--- config.mk ---
export PLATFORM = sky130hd
export DESIGN_NAME = sfp_pins
export DESIGN_NICKNAME = d
export VERILOG_FILES = /design/src/sfp_pkg.sv /design/src/sfp_pins.sv
export SDC_FILE = /design/constraint.sdc
export NUM_CORES = 1
export LEC_CHECK = 0
export BUFFER_PORTS_ARGS = -buffer_cell sky130_fd_sc_hd__buf_2
export CELL_PAD_IN_SITES_DETAIL_PLACEMENT = 1
export CELL_PAD_IN_SITES_GLOBAL_PLACEMENT = 2
export CORE_UTILIZATION = 35
export CTS_BUF_LIST = sky130_fd_sc_hd__clkbuf_16
export DETAILED_ROUTE_END_ITERATION = 10
export PLACE_DENSITY = 0.81
export SLEW_MARGIN = 40
export SYNTH_ARGS = -nofsm -noshare
export SYNTH_HDL_FRONTEND = slang
export SYNTH_SLANG_ARGS = --single-unit
--- constraint.sdc ---
create_clock -name clk_sys_i -period 3.95 [get_ports clk_sys_i]
set_input_delay 0.79 -clock clk_sys_i [delete_from_list [all_inputs] [get_ports clk_sys_i]]
set_output_delay 0.79 -clock clk_sys_i [all_outputs]
set_load 0.005 [all_outputs]
--- src/sfp_pkg.sv ---
// Shared constants for the serial flash pin interface block
package sfp_pkg;

  // ----------------------------------------------------------------
  // Lane width codes
  // ----------------------------------------------------------------
  localparam logic [1:0] LANES_ONE  = 2'h0;
  localparam logic [1:0] LANES_TWO  = 2'h1;
  localparam logic [1:0] LANES_FOUR = 2'h2;

  // ----------------------------------------------------------------
  // Bits moved per serial clock edge for each width
  // ----------------------------------------------------------------
  localparam logic [3:0] STEP_ONE  = 4'h1;
  localparam logic [3:0] STEP_TWO  = 4'h2;
  localparam logic [3:0] STEP_FOUR = 4'h4;
  localparam logic [3:0] BYTE_BITS = 4'h8;

  // ----------------------------------------------------------------
  // Protection bit positions and reset values
  // ----------------------------------------------------------------
  localparam int         SR_W         = 6;
  localparam int         SR_SWD_POS   = 5;
  localparam int         SR_QE_POS    = 4;
  localparam logic [5:0] SR_RESET     = 6'h00;
  localparam logic [3:0] CNT_RESET    = 4'h0;
  localparam logic [7:0] BYTE_RESET   = 8'h00;
  localparam logic [5:0] SYNC_RESET   = 6'h3F;

  // ----------------------------------------------------------------
  // Positions inside the synchronised pin vector
  // ----------------------------------------------------------------
  localparam int PIN_L0  = 0;
  localparam int PIN_L1  = 1;
  localparam int PIN_L2  = 2;
  localparam int PIN_L3  = 3;
  localparam int PIN_SCK = 4;
  localparam int PIN_SEL = 5;

endpackage

--- src/sfp_pins.sv ---
// Pin-side logic of a serial flash: select, lanes, protection, pause and pin reset
// What this block does; R4, R17 and R18 are rules for the host
// Deselected: every output pin released to high impedance.
// Serial data ignored while select is high.
// Select low wakes the device and enables transfers.
// Host gives a select falling edge after power-up before instructions.
// Deselected device sits in low-power standby until selected.
// Single lane: input sampled on rising serial clock edge.
// Single lane: output lane one changes on falling serial clock edge.
// Dual and quad: lanes bidirectional, sample rising, drive falling.
// Quad uses protect pin as lane two, pause pin as lane three.
// Disable bit set and protect low block protection bit writes.
// Disable bit clear allows protection writes whatever the protect pin.
// Quad enable set drops write protect; pin is lane two only.
// Quad enable picks lane three, else select bit picks pause or reset.
// Pause while selected freezes the sequence and releases outputs.
// Pause released resumes the frozen sequence where it stopped.
// Reset pin low holds reset with outputs released.
// Host avoids pin reset during an internal write or erase.
// Host uses clock mode zero or three; idle level differs.
// While paused, clock edges and lane values are ignored.
`timescale 1ns/10ps
`default_nettype none

module sfp_pins (
  input  wire logic       clk_sys_i,
  input  wire logic       rst_b_i,
  input  wire logic       sck_i,
  input  wire logic       sel_b_i,
  input  wire logic       data_lane_zero_i,
  output logic            data_lane_zero_o,
  output logic            data_lane_zero_oe_b_o,
  input  wire logic       data_lane_one_i,
  output logic            data_lane_one_o,
  output logic            data_lane_one_oe_b_o,
  input  wire logic       data_lane_two_i,
  output logic            data_lane_two_o,
  output logic            data_lane_two_oe_b_o,
  input  wire logic       data_lane_three_i,
  output logic            data_lane_three_o,
  output logic            data_lane_three_oe_b_o,
  input  wire logic [1:0] lane_width_i,
  input  wire logic       drive_en_i,
  input  wire logic [7:0] tx_byte_i,
  output logic            tx_take_o,
  output logic [7:0]      rx_byte_o,
  output logic            rx_valid_o,
  input  wire logic       pin_function_select_i,
  input  wire logic       sr_wr_i,
  input  wire logic [5:0] sr_wr_data_i,
  output logic            sr_wr_blocked_o,
  output logic [5:0]      status_bits_o,
  output logic            selected_o,
  output logic            standby_o,
  output logic            paused_o,
  output logic            pin_reset_o
);

  // ----------------------------------------------------------------
  // Pin synchronisers
  // ----------------------------------------------------------------
  // Every pin crosses two flops; sync1 feeds only sync2.
  logic [5:0] sync1_q;
  logic [5:0] sync2_q;
  logic [5:0] pins_raw;
  assign pins_raw = {sel_b_i, sck_i, data_lane_three_i, data_lane_two_i,
                     data_lane_one_i, data_lane_zero_i};

  always_ff @(posedge clk_sys_i or negedge rst_b_i) begin
    if (!rst_b_i) begin
      sync1_q <= sfp_pkg::SYNC_RESET;
      sync2_q <= sfp_pkg::SYNC_RESET;
    end else begin
      sync1_q <= pins_raw;
      sync2_q <= sync1_q;
    end
  end

  // ----------------------------------------------------------------
  // Pin roles and operating conditions
  // ----------------------------------------------------------------
  logic [5:0] sr_q;
  logic       armed_q;
  logic       sck_prev_q;
  logic       quad_on;
  logic       sel_low;
  logic       lane3_low;
  logic       pause_act;
  logic       reset_act;
  logic       comm_ok;
  logic       drive_ok;
  logic       sck_rise;
  logic       sck_fall;
  logic [1:0] width_eff;
  logic [3:0] step;
  assign quad_on   = sr_q[sfp_pkg::SR_QE_POS];
  assign sel_low   = ~sync2_q[sfp_pkg::PIN_SEL];
  assign lane3_low = ~sync2_q[sfp_pkg::PIN_L3];
  assign pause_act = ~quad_on & ~pin_function_select_i & lane3_low & sel_low;
  assign reset_act = ~quad_on & pin_function_select_i & lane3_low;
  // Transfers only after a seen high-to-low select since reset.
  assign comm_ok   = sel_low & armed_q & ~pause_act & ~reset_act;
  assign drive_ok  = comm_ok & drive_en_i;
  assign sck_rise  = sync2_q[sfp_pkg::PIN_SCK] & ~sck_prev_q;
  assign sck_fall  = ~sync2_q[sfp_pkg::PIN_SCK] & sck_prev_q;
  // Quad width only counts while lanes two and three are data lanes.
  assign width_eff = (lane_width_i == sfp_pkg::LANES_FOUR && !quad_on) ?
                     sfp_pkg::LANES_ONE : lane_width_i;

  always_comb begin
    case (width_eff)
      sfp_pkg::LANES_TWO:  step = sfp_pkg::STEP_TWO;
      sfp_pkg::LANES_FOUR: step = sfp_pkg::STEP_FOUR;
      default:             step = sfp_pkg::STEP_ONE;
    endcase
  end

  // ----------------------------------------------------------------
  // Select tracking and clock edge history
  // ----------------------------------------------------------------
  logic armed_d;
  logic sck_prev_d;
  always_comb begin
    armed_d    = armed_q;
    sck_prev_d = sync2_q[sfp_pkg::PIN_SCK];
    if (!sel_low) begin
      armed_d = 1'b1;
    end
  end

  always_ff @(posedge clk_sys_i or negedge rst_b_i) begin
    if (!rst_b_i) begin
      armed_q    <= 1'b0;
      // Same level as the preset sync flop, so reset shows no false clock edge
      sck_prev_q <= sfp_pkg::SYNC_RESET[sfp_pkg::PIN_SCK];
    end else begin
      armed_q    <= armed_d;
      sck_prev_q <= sck_prev_d;
    end
  end

  // ----------------------------------------------------------------
  // Receive shifter
  // ----------------------------------------------------------------
  logic [7:0] rx_sh_q;
  logic [7:0] rx_sh_d;
  logic [3:0] rx_cnt_q;
  logic [3:0] rx_cnt_d;
  logic [7:0] rx_byte_q;
  logic [7:0] rx_byte_d;
  logic       rx_valid_q;
  logic       rx_valid_d;
  logic [7:0] rx_next;
  logic [3:0] rx_sum;
  always_comb begin
    rx_sh_d    = rx_sh_q;
    rx_cnt_d   = rx_cnt_q;
    rx_byte_d  = rx_byte_q;
    rx_valid_d = 1'b0;
    rx_sum     = rx_cnt_q + step;
    case (width_eff)
      sfp_pkg::LANES_TWO:  rx_next = {rx_sh_q[5:0], sync2_q[sfp_pkg::PIN_L1],
                                      sync2_q[sfp_pkg::PIN_L0]};
      sfp_pkg::LANES_FOUR: rx_next = {rx_sh_q[3:0], sync2_q[3:0]};
      default:             rx_next = {rx_sh_q[6:0], sync2_q[sfp_pkg::PIN_L0]};
    endcase
    if (!sel_low || reset_act) begin
      rx_cnt_d = sfp_pkg::CNT_RESET;
    end else if (comm_ok && sck_rise) begin
      // Paused cycles never reach here, so the count is kept intact.
      rx_sh_d = rx_next;
      if (rx_sum == sfp_pkg::BYTE_BITS) begin
        rx_cnt_d   = sfp_pkg::CNT_RESET;
        rx_byte_d  = rx_next;
        rx_valid_d = 1'b1;
      end else begin
        rx_cnt_d = rx_sum;
      end
    end
  end

  always_ff @(posedge clk_sys_i or negedge rst_b_i) begin
    if (!rst_b_i) begin
      rx_sh_q    <= sfp_pkg::BYTE_RESET;
      rx_cnt_q   <= sfp_pkg::CNT_RESET;
      rx_byte_q  <= sfp_pkg::BYTE_RESET;
      rx_valid_q <= 1'b0;
    end else begin
      rx_sh_q    <= rx_sh_d;
      rx_cnt_q   <= rx_cnt_d;
      rx_byte_q  <= rx_byte_d;
      rx_valid_q <= rx_valid_d;
    end
  end

  // ----------------------------------------------------------------
  // Transmit shifter
  // ----------------------------------------------------------------
  logic [7:0] tx_sh_q;
  logic [7:0] tx_sh_d;
  logic [3:0] tx_cnt_q;
  logic [3:0] tx_cnt_d;
  logic [3:0] out_q;
  logic [3:0] out_d;
  logic       tx_take_q;
  logic       tx_take_d;
  logic [7:0] tx_src;
  logic [3:0] tx_sum;
  always_comb begin
    tx_sh_d   = tx_sh_q;
    tx_cnt_d  = tx_cnt_q;
    out_d     = out_q;
    tx_take_d = 1'b0;
    tx_sum    = tx_cnt_q + step;
    tx_src    = (tx_cnt_q == sfp_pkg::CNT_RESET) ? tx_byte_i : tx_sh_q;
    if (!sel_low || reset_act) begin
      tx_cnt_d = sfp_pkg::CNT_RESET;
    end else if (drive_ok && sck_fall) begin
      case (width_eff)
        sfp_pkg::LANES_TWO:  out_d[1:0] = tx_src[7:6];
        sfp_pkg::LANES_FOUR: out_d      = tx_src[7:4];
        default:             out_d[1]   = tx_src[7];
      endcase
      tx_sh_d   = tx_src << step;
      tx_take_d = (tx_cnt_q == sfp_pkg::CNT_RESET);
      tx_cnt_d  = (tx_sum == sfp_pkg::BYTE_BITS) ? sfp_pkg::CNT_RESET : tx_sum;
    end
  end

  always_ff @(posedge clk_sys_i or negedge rst_b_i) begin
    if (!rst_b_i) begin
      tx_sh_q   <= sfp_pkg::BYTE_RESET;
      tx_cnt_q  <= sfp_pkg::CNT_RESET;
      out_q     <= 4'h0;
      tx_take_q <= 1'b0;
    end else begin
      tx_sh_q   <= tx_sh_d;
      tx_cnt_q  <= tx_cnt_d;
      out_q     <= out_d;
      tx_take_q <= tx_take_d;
    end
  end

  // ----------------------------------------------------------------
  // Protection bits
  // ----------------------------------------------------------------
  logic [5:0] sr_d;
  logic       blocked_q;
  logic       blocked_d;
  logic       wr_locked;
  // Write protect only applies while lane two is not a data lane.
  assign wr_locked = sr_q[sfp_pkg::SR_SWD_POS] & ~quad_on &
                     ~sync2_q[sfp_pkg::PIN_L2];
  always_comb begin
    sr_d      = sr_q;
    blocked_d = 1'b0;
    if (sr_wr_i) begin
      if (wr_locked) begin
        blocked_d = 1'b1;
      end else begin
        sr_d = sr_wr_data_i;
      end
    end
  end

  always_ff @(posedge clk_sys_i or negedge rst_b_i) begin
    if (!rst_b_i) begin
      sr_q      <= sfp_pkg::SR_RESET;
      blocked_q <= 1'b0;
    end else begin
      sr_q      <= sr_d;
      blocked_q <= blocked_d;
    end
  end

  // ----------------------------------------------------------------
  // Pin drivers and status
  // ----------------------------------------------------------------
  assign data_lane_zero_o       = out_q[0];
  assign data_lane_one_o        = out_q[1];
  assign data_lane_two_o        = out_q[2];
  assign data_lane_three_o      = out_q[3];
  // Enables are low only while driving; deselect, pause, reset release all.
  assign data_lane_one_oe_b_o   = ~drive_ok;
  assign data_lane_zero_oe_b_o  = ~(drive_ok && width_eff != sfp_pkg::LANES_ONE);
  assign data_lane_two_oe_b_o   = ~(drive_ok && width_eff == sfp_pkg::LANES_FOUR);
  assign data_lane_three_oe_b_o = ~(drive_ok && width_eff == sfp_pkg::LANES_FOUR);
  assign tx_take_o       = tx_take_q;
  assign rx_byte_o       = rx_byte_q;
  assign rx_valid_o      = rx_valid_q;
  assign sr_wr_blocked_o = blocked_q;
  assign status_bits_o   = sr_q;
  assign selected_o      = sel_low;
  assign standby_o       = ~sel_low;
  assign paused_o        = pause_act;
  assign pin_reset_o     = reset_act;
endmodule

`default_nettype wire

# Word-level counts from Yosys, hierarchy flattened
# Cells that the tools add are included.
classes:
  addsub: 2
  n_eq_ne: 5
  shift: 1
  muxes: 19
  bitwise_logic: 27
  reduce_logical: 18
op_table:
  columns: ["op", "n"]
  rows:
  - ["4-bit 2-to-1 mux", 6]
  - ["8-bit case mux with 2 select lines", 1]
  - ["1-bit inverter", 14]
  - ["1-bit AND", 13]
  - ["3-bit AND reduction", 3]
  - ["4-bit adder", 2]
  - ["4-bit equality test, second input constant", 2]
  - ["1-bit 2-to-1 mux", 8]
  - ["8-bit 2-to-1 mux", 1]
  - ["2-bit nonzero test", 4]
  - ["8-bit by 4-bit << shifter with 8-bit output", 1]
  - ["3-bit case mux with 2 select lines", 1]
  - ["2-bit AND reduction", 3]
  - ["1-bit logical AND", 5]
  - ["2-bit equality test, second input constant", 2]
  - ["4-bit logical NOT", 1]
  - ["2-bit by 1-bit equality test with 1-bit output, second input constant", 1]
  - ["2-bit 2-to-1 mux", 1]
  - ["1-bit case mux with 2 select lines", 1]
  - ["1-bit logical NOT", 1]
  - ["1-bit logical OR", 1]
word_totals:
  ff_bits: 58
  in_bits: 27
  out_inout_bits: 29
  elab_cells: 88

# Longest topological paths before layout
# Gate-level depths: netlist (run 1).
depth:
  word_depth: 11
  ltp_mapped: 12
  depth_no_buf: 10

# Worst setup path before layout (run 1)
# OpenSTA, ideal clock, no wires.
synth_timing:
  kind: "input -> register"
  startpoint: "in lane_width_i[1]"
  endpoint: "reg rx_byte_q[0], in the netlist rx_byte_o[0]"
  setup_ns: 0.125
  arrival_ns: 3.256
  required_time_ns: 3.825
  path_slack_ns: 0.569
  stages: 11
  path_buffers: 1
  path_cell_list: "nand2b_1 -> clkbuf_1 -> nand2_1 -> clkinv_1 -> ha_1 -> inv_1 -> fa_1 -> xnor3_1 -> nor4b_4 -> nand2_2 -> mux2_4"
synth_via:
  elab_chain_cells: 8
  word_cells_on_any_way: 9
  cone_classes: "add/sub (1); eq/ne (4); mux (2); reduce/logical (2)"
synth_lines:
  columns: ["item", "line_no", "source"]
  rows:
  - ["start: declaration", "sfp_pins.sv:42", "input wire logic [1:0] lane_width_i,"]
  - ["2-bit equality test", "sfp_pins.sv:107", "assign width_eff = (lane_width_i == sfp_pkg::LANES_FOUR && !quad_on) ?"]
  - ["1-bit logical AND", "sfp_pins.sv:107", null]
  - ["2-bit 2-to-1 mux (*)", "sfp_pins.sv:107", null]
  - ["2-bit equality test / 2-bit by 1-bit equality test with 1-bit output (equally long branches)", "sfp_pins.sv:111", "case (width_eff)"]
  - ["3-bit case mux with 2 select lines (*)", "sfp_pins.sv:111", null]
  - ["4-bit adder (*)", "sfp_pins.sv:160", "rx_sum = rx_cnt_q + step;"]
  - ["4-bit equality test (*)", "sfp_pins.sv:172", "if (rx_sum == sfp_pkg::BYTE_BITS) begin"]
  - ["3-bit AND reduction (no line) (*)", null, null]
  - ["end signal: assignment", "sfp_pins.sv:186", "rx_byte_q <= sfp_pkg::BYTE_RESET;"]
  - ["end signal: assignment", "sfp_pins.sv:191", "rx_byte_q <= rx_byte_d;"]
  - ["end: declaration", "sfp_pins.sv:149", "logic [7:0] rx_byte_q;"]
# Mark *: on every way between the ends. The rest lies on a longest branch, timed or not.
# A chain may end at the register's enable or synchronous reset.

# Final worst setup path (run 1)
layout_timing:
  startpoint: "in lane_width_i[1]"
  endpoint: "reg rx_byte_q[4], in the netlist rx_byte_o[4]"
layout_via:
  elab_chain_cells: 8
  word_cells_on_any_way: 10
  cone_classes: "add/sub (1); eq/ne (4); mux (3); reduce/logical (2)"
layout_lines:
  columns: ["item", "line_no"]
  rows:
  - ["2-bit equality test", "sfp_pins.sv:107"]
  - ["1-bit logical AND", "sfp_pins.sv:107"]
  - ["2-bit 2-to-1 mux (*)", "sfp_pins.sv:107"]
  - ["2-bit equality test / 2-bit by 1-bit equality test with 1-bit output (equally long branches)", "sfp_pins.sv:111, sfp_pins.sv:161"]
  - ["3-bit case mux with 2 select lines", "sfp_pins.sv:111"]
  - ["4-bit adder", "sfp_pins.sv:160"]
  - ["4-bit equality test", "sfp_pins.sv:172"]
  - ["3-bit AND reduction (no line)", null]
# Marked as above.

==> summary.md, run 1 <==
| Metric | Value |
|---|---|
| Slowest cell on crit path | `fa_1` |
| IO Port Bufs | `55` |
| Layout fillers | `847` |
| DR vias | `between 1500 and 2000` |
| Commonest non-fill, non-tap cells in the layout | `buf_2, dfrtp_1, nand2_1` |
| H-tree depth | `3` |
| First-pass GRT wire length | `10.0 mm` |
| Pins Over Slew Limit | `0` |
| PnR worst setup slack | `roughly 730 ps` |
| Post-synth EDFFs | `0` |
| # IOs | `56` |
| Startpoint Class | `input port` |
| Worst path top cell family by delay | `simple AND/OR/NAND/NOR gates` |
| Clock Path Buffers | `2` |
| Max cap viols | `0` |
| Power per cell area | `between 500 and 600 nW/um2` |
| Area of the core | `7290 um2` |
| Clock Sinks | `just under 60` |
| CTS tree | `done` |
| Clock skew | `approximately 5.5 ps` |
| Setup TNS | `0 ps` |
| CP max stage delay | `410 ps` |
| Starting Density | `36.5%` |
| Worst setup path start | `lane_width_i[1]` |
| DRT Wirelength | `approximately 6.2 mm` |
| Ratio of cells with drive above 1 in the final layout | `a little over a third` |
| Power Total | `roughly 0.0018 W` |
| Rel. slew slack | `47.3%` |
| Mapped cell area | `2660 um2` |
| Top cell type by total area after synthesis | `dfrtp_1` |
| Syn_nets | `approximately 270` |
| Largest net degree at the start of global routing | `between 40 and 50` |
| WL/cell | `15.4 um` |
| Worst r2r src | `status_bits_o[4]$_DFFE_PN0P_` |
| Final setup vio count | `0` |
| Die Wd | `roughly 90 um` |
| Vias in the first global route | `2039` |
| # rows | `31` |
| CP max FO | `15` |
| Hold_sp | `sync1_q[5]$_DFF_PN1_` |
| Worst path cell trace | `buf_2, nand2b_1, nand2_1, clkinv_1, ha_1, inv_1, fa_1, xnor3_1, nor4b_4, buf_4, a21oi_1, a41oi_1` |
| DRT iter0 DRCs | `89` |
| Initial DRT Pass Iterations | `4` |
| Root Driver | `clkbuf_16` |
| Hold Path Class | `reg2reg` |
| Yosys cell types | `between 40 and 50` |
| Antenna violations before repair | `0` |
| Final instance area | `between 3000 and 4000 um2` |
| Worst path bufs/invs | `4` |
| Final hold viol count | `0` |
| Actual slew at the worst max-slew pin | `between 700 and 800 ps` |
| DP Area | `a little over 3000 um2` |
| Worst EP required | `about 4200 ps` |
| Later-pin clock latency in the skew report | `~320 ps` |
| Die area | `about 8000 um2` |
| Most common cell after layout, fill and taps aside | `buf_2` |
| Share of synthesized registers carrying an async set or reset | `between 90% and 100%` |
| Syn_area_per_cell | `roughly 11 um2` |
| Final critical-path share of the clock period | `between 80% and 90%` |
| Detailed Place HPWL | `4.40 mm` |
| # DRC | `0` |
| Status | `completed` |
| Seq/Total Area, Yosys | `between 50 and 60%` |
| Final nets | `between 300 and 400` |
| Syn Inst Count | `around 230` |
| Fin crit period | `3220 ps` |
| Post-synth top area share | `between 40% and 50%` |
| CTS buffer count | `9` |
| #FFs+latches synth | `58` |
| CP arrival | `approximately 3400 ps` |
| Warnings from Yosys | `0` |
| Fmax | `0.311 GHz` |
| Critical Path Sink Type | `register` |
| Area contributors post-synth | `dfrtp_1, dfstp_2, nand2_1` |
| Post-CTS Setup Bufs | `0` |
| Hold Buf Count CTS | `0` |
| Clock slew at reported path FFs | `about 50 ps` |
| Routed Antenna Nets | `0` |
| Most used DFF post-synth | `dfrtp_1` |
| Final GP Congestion | `just under 0.8` |
| Worst Path Class, Setup | `in2reg` |
| Overall Global Routing Usage | `between 10% and 20%` |
| VDD IR max | `between 0.0002 and 0.00025 V` |
| P_leak | `between 1.5 and 2 nW` |
| N_diodes | `0` |
| RSZ-0062 raised after global routing | `false` |
| Worst slack at placement | `about 420 ps` |
| Area grow syn2layout | `26.5%` |
| Die Span Y | `89.2 um` |
| CTS resizes | `0` |
| Avg Vias per Cell | `4.95` |
| Gr ovfl total | `0` |
## worst paths after layout
check                      cells after the start  slack (ps)                       end
setup / recovery                              12         730  rx_byte_o[4]$_DFFE_PN0P_
max in group asynchronous                      2        2790      sync1_q[5]$_DFF_PN1_
hold reg to reg                                0         350      sync2_q[5]$_DFF_PN1_
min in group asynchronous                      1         450      out_q[3]$_DFFE_PN0P_
setup reg to reg                              11        1070  rx_byte_o[4]$_DFFE_PN0P_
hold / removal                                 0         350      sync2_q[5]$_DFF_PN1_
## power breakdown
group / leakage [nW] / switching, W / internal, W
combinational: 0.808 / 0.000125 / 0.000104
sequential: 0.710 / 0.0000506 / 0.000670
clock: 0.154 / 0.000258 / 0.000544
total: 1.67 / 0.000434 / 0.00132
## registers in the layout (all words and copies together) (netlist names)
signal,count
sck_prev_q,1
rx_cnt_q,4
out_q,4
tx_cnt_q,4
armed_q,1
tx_take_o,1
status_bits_o,6
rx_valid_o,1
sync1_q,6
rx_byte_o,8
sync2_q,6
sr_wr_blocked_o,1
rx_sh_q,7
tx_sh_q,8
## cells in the mapped netlist, drive strengths merged, types with 2 or more instances
cell and instances:
dfrtp 45, nand2 26, nor2 18, a21oi 13, dfstp 13, o21ai 12
inv 9, mux2 9, mux2i 8, a22oi 7, a31oi 7, a41oi 5
buf 5, clkbuf 5, ha 5, nand3 4, o22ai 4, a21o 3
a22o 3, a32o 2, and2 2, and3 2, clkinv 2, fa 2
nand2b 2, nor2b 2, nor4 2, nor4b 2, or2 2, xnor2 2
## through the flow
stage	hold WS, ps	util, %	cells
final	353	46.2	399
after global routing	356	46.2	399
after CTS	354	46.2	399
after detailed placement	347	41.9	383
after global placement	346	41.9	383
after floorplan	345	-	233
## final cells by class
class / instances / area [um2] / share of cell area [%]
Tap cell: 99 / 124 / 3.68
Multi-Input combinational cell: 154 / 1100 / 32.7
Sequential cell: 58 / 1470 / 43.6
Clock buffer: 9 / 225 / 6.69
Inverter: 11 / 42.5 / 1.26
Timing Repair Buffer: 61 / 323 / 9.58
Clock inverter: 7 / 85.1 / 2.53
## logic make-up (layout without fill, tap and decap cells)
family / Yosys count / count (layout) / share of synthesized area [%]
multiplexers: 17 / 17 / 6.95
AND/OR/NAND/NOR: 65 / 65 / 13.3
flip-flops: 58 / 58 / 55.1
AO/OA/AOI/OAI: 60 / 60 / 14.8
adder cells (fa/ha/maj): 8 / 8 / 4.23
XOR/XNOR: 4 / 4 / 2.11
buffers and inverters: 21 / 88 / 3.52
## metal layers
layer	vias up	wire [um]	GRT usage, %
li1	958	-	-
met1	965	2890	22.0
met2	47	2930	27.9
met3	4	283	5.26
met4	0	51	7.36
met5	-	0	0
Note: power is estimated with default switching activity, not from simulation.
==> run 2, diff against run 1 <==
==> constraint.sdc (replaced) <==
create_clock -name clk_sys_i -period 2.99 [get_ports clk_sys_i]
set_input_delay 0.598 -clock clk_sys_i [delete_from_list [all_inputs] [get_ports clk_sys_i]]
set_output_delay 0.598 -clock clk_sys_i [all_outputs]
set_load 0.005 [all_outputs]
==> run 2 against run 1 <==
Sequential power is 32% higher. Final cell count increased by 1.0%. Setup slack lost 260 ps. Clock power grew 22%. First-iteration DRC count is 36% lower. Sequential share of layout area fell by 0.081 points. Combinational power up 34%. Critical endpoint unchanged. Count of clock-buffer cells in the layout did not move. Worst hold slack got worse by 110 ps. Largest cell class unchanged. Clock skew decreased by 0.96 ps. Final area grew 0.19%. Sequential cell count did not move.
==> summary.md, run 2 (same netlist as run 1, synthesis figures left out) <==
| Metric | Value |
|---|---|
| Pins Over Slew Limit | `0` |
| Util after Layout | `46.3%` |
| Layout fillers | `approximately 860` |
| Most used routing layer in global routing | `met2` |
| Worst path top cell family by delay | `simple AND/OR/NAND/NOR gates` |
| H-tree depth | `3` |
| Fmax | `between 0.3 and 0.4 GHz` |
| IO Port Bufs | `55` |
| Share of power burned in registers | `between 40% and 50%` |
| First-pass GRT wire length | `10.3 mm` |
| CTS resizes | `0` |
| Clock slew at reported path FFs | `50 ps` |
| DR vias | `approximately 2000` |
| M2 GR Usage | `between 20% and 30%` |
| Most common cell after layout, fill and taps aside | `buf_2` |
| Antenna violations before repair | `0` |
| Worst Path Class, Setup | `reg2reg` |
| Worst path bufs/invs | `3` |
| Critical Path Sink Type | `register` |
| Avg Vias per Cell | `just over 5` |
| R2R depth | `11` |
| WL/cell | `roughly 16 um` |
| Power per cell area | `about 660 nW/um2` |
| Overall Global Routing Usage | `between 10% and 20%` |
| # rows | `31` |
| Slowest cell on crit path | `dfrtp_1` |
| Multi-input logic area | `1100 um2` |
| Post-CTS Setup Bufs | `0` |
| CTS tree | `done` |
| Hold Path Class | `in2async` |
| DRT iter0 DRCs | `between 50 and 60` |
| Die Wd | `89.2 um` |
| P_leak | `between 1.5 and 2 nW` |
| VDD IR max | `0.000300 V` |
| Power Total | `approximately 0.0022 W` |
| Initial DRT Pass Iterations | `4` |
| DRT Wirelength | `approximately 6.3 mm` |
| Clock power frac | `between 40% and 50%` |
| Worst r2r src | `status_bits_o[4]$_DFFE_PN0P_` |
| Largest net degree at the start of global routing | `38` |
| Clock Sinks | `58` |
| Final nets | `~330` |
| Startpoint Class | `register` |
| RSZ-0062 raised after global routing | `false` |
| Final setup vio count | `0` |
| Ratio of cells with drive above 1 in the final layout | `between 30 and 40%` |
| Reg2Reg Capture Point | `rx_byte_o[4]$_DFFE_PN0P_` |
| Combinational share of power | `a little over an eighth` |
| Cell internal pwr | `approximately 0.0017 W` |
| Fin crit period | `between 2000 and 3000 ps` |
| Switch Pwr | `0.000579 W` |
| Worst EP required | `about 3200 ps` |
| R2R Setup Slk | `roughly 470 ps` |
| Final GP Congestion | `0.789` |
| Detailed Place HPWL | `roughly 4.5 mm` |
| Clock Path Buffers | `2` |
| Hold Buf Count CTS | `0` |
| Starting Density | `36.5%` |
| Clock skew | `about 4.5 ps` |
| CP max FO | `15` |
| Setup TNS | `0 ps` |
| FF/Latch Area | `around 1500 um2` |
| # IOs | `between 50 and 60` |
| Routed Antenna Nets | `0` |
| Commonest non-fill, non-tap cells in the layout | `buf_2, dfrtp_1, nand2_1` |
| CP max stage delay | `roughly 470 ps` |
| CP arrival | `roughly 2800 ps` |
| # DRC | `0` |
| M3 GR Usage | `around 5%` |
| Rel. slew slack | `between 40% and 50%` |
| Area grow syn2layout | `26.7%` |
| N_diodes | `0` |
| Final critical-path share of the clock period | `between 80% and 90%` |
| Later-pin clock latency in the skew report | `around 320 ps` |
| Max cap viols | `0` |
| Root Driver | `clkbuf_16` |
| Worst path cell trace | `nand3b_4, nand2_2, clkinv_2, ha_1, inv_1, fa_1, xnor3_1, nor4b_4, buf_4, a21oi_1, a41oi_1` |
| Vias in the first global route | `between 2000 and 2500` |
| Gr ovfl total | `0` |
| Die area | `7960 um2` |
| CTS buffer count | `9` |
| Sw Share | `between 20% and 30%` |
| Status | `completed` |
| Actual slew at the worst max-slew pin | `between 700 and 800 ps` |
| Final hold viol count | `0` |
| Area of the core | `~7300 um2` |
| Met1 usage | `a little under a quarter` |
| Die Span Y | `approximately 89 um` |
run 2: cell count changes in the layout (fill, tap and decap cells not counted):
cell | previous run | this run
clkinvlp_4 | 1 | 2
clkinv_2 | 3 | 2
inv_1 | 10 | 9
nand2_2 | 1 | 2
bufinv_16 | 2 | 1
buf_2 | 54 | 55
buf_4 | 7 | 10
clkinv_1 | 2 | 4
nand2_1 | 25 | 24
run 2: cell type report:
type                    count  share of cell area [%]
clock buffers               9                    6.67
repair buffers             65                    10.4
multi-input cells         154                    32.7
inverters                  11                    1.30
well taps                  99                    3.67
clock inverters             7                    1.78
flip-flops and latches     58                    43.5
run 2: worst max path at each step:
stage | slack (ps) | depth (start not counted) | startpoint | end
6_report | 470 | 11 | status_bits_o[4]$_DFFE_PN0P_ | rx_byte_o[4]$_DFFE_PN0P_
5_1_grt | 270 | 11 | status_bits_o[4]$_DFFE_PN0P_ | rx_byte_o[5]$_DFFE_PN0P_
3_5_place_dp | 180 | 12 | lane_width_i[0] | rx_byte_o[5]$_DFFE_PN0P_
3_3_place_gp | 280 | 12 | lane_width_i[1] | rx_byte_o[6]$_DFFE_PN0P_
2_1_floorplan | 70 | 10 | lane_width_i[1] | rx_byte_o[0]$_DFFE_PN0P_
4_1_cts | 450 | 11 | status_bits_o[4]$_DFFE_PN0P_ | rx_byte_o[5]$_DFFE_PN0P_
run 2: stage by stage:
| stage | hold slack [ps] | std cells | area (um2) | setup WS (ps) |
|---|---|---|---|---|
| 6_report | 246 | 403 | 3370 | 471 |
| 4_1_cts | 257 | 403 | 3370 | 450 |
| 3_5_place_dp | 347 | 387 | 3090 | 184 |
| 3_3_place_gp | 346 | 387 | 3090 | 283 |
| 2_1_floorplan | 302 | 233 | 2670 | 72.1 |
| 5_1_grt | 273 | 403 | 3370 | 273 |
run 2: worst reg2reg max path, cell delays in order (launching register included):
cell,delay [ps]
dfrtp_1,470
nand3b_4,160
nand2_2,80
clkinv_2,50
ha_1,150
inv_1,50
fa_1,410
xnor3_1,230
nor4b_4,330
buf_4,250
a21oi_1,90
a41oi_1,170
run 2: power groups by stage:
stage	clock, W	sequential [W]	combinational, W
floorplan	0	0.000950	0.000191
global placement	0	0.000958	0.000304
detailed placement	0	0.000963	0.000312
CTS	0.00100	0.000952	0.000314
global route	0.00104	0.000964	0.000345
finish	0.000978	0.000951	0.000307
run 2: metal layers:
layer  part of all wire, %  vias up
met4                   1.7        0
met3                   4.3       10
met5                     0        -
li1                      -      967
met2                    48       53
met1                    46     1004
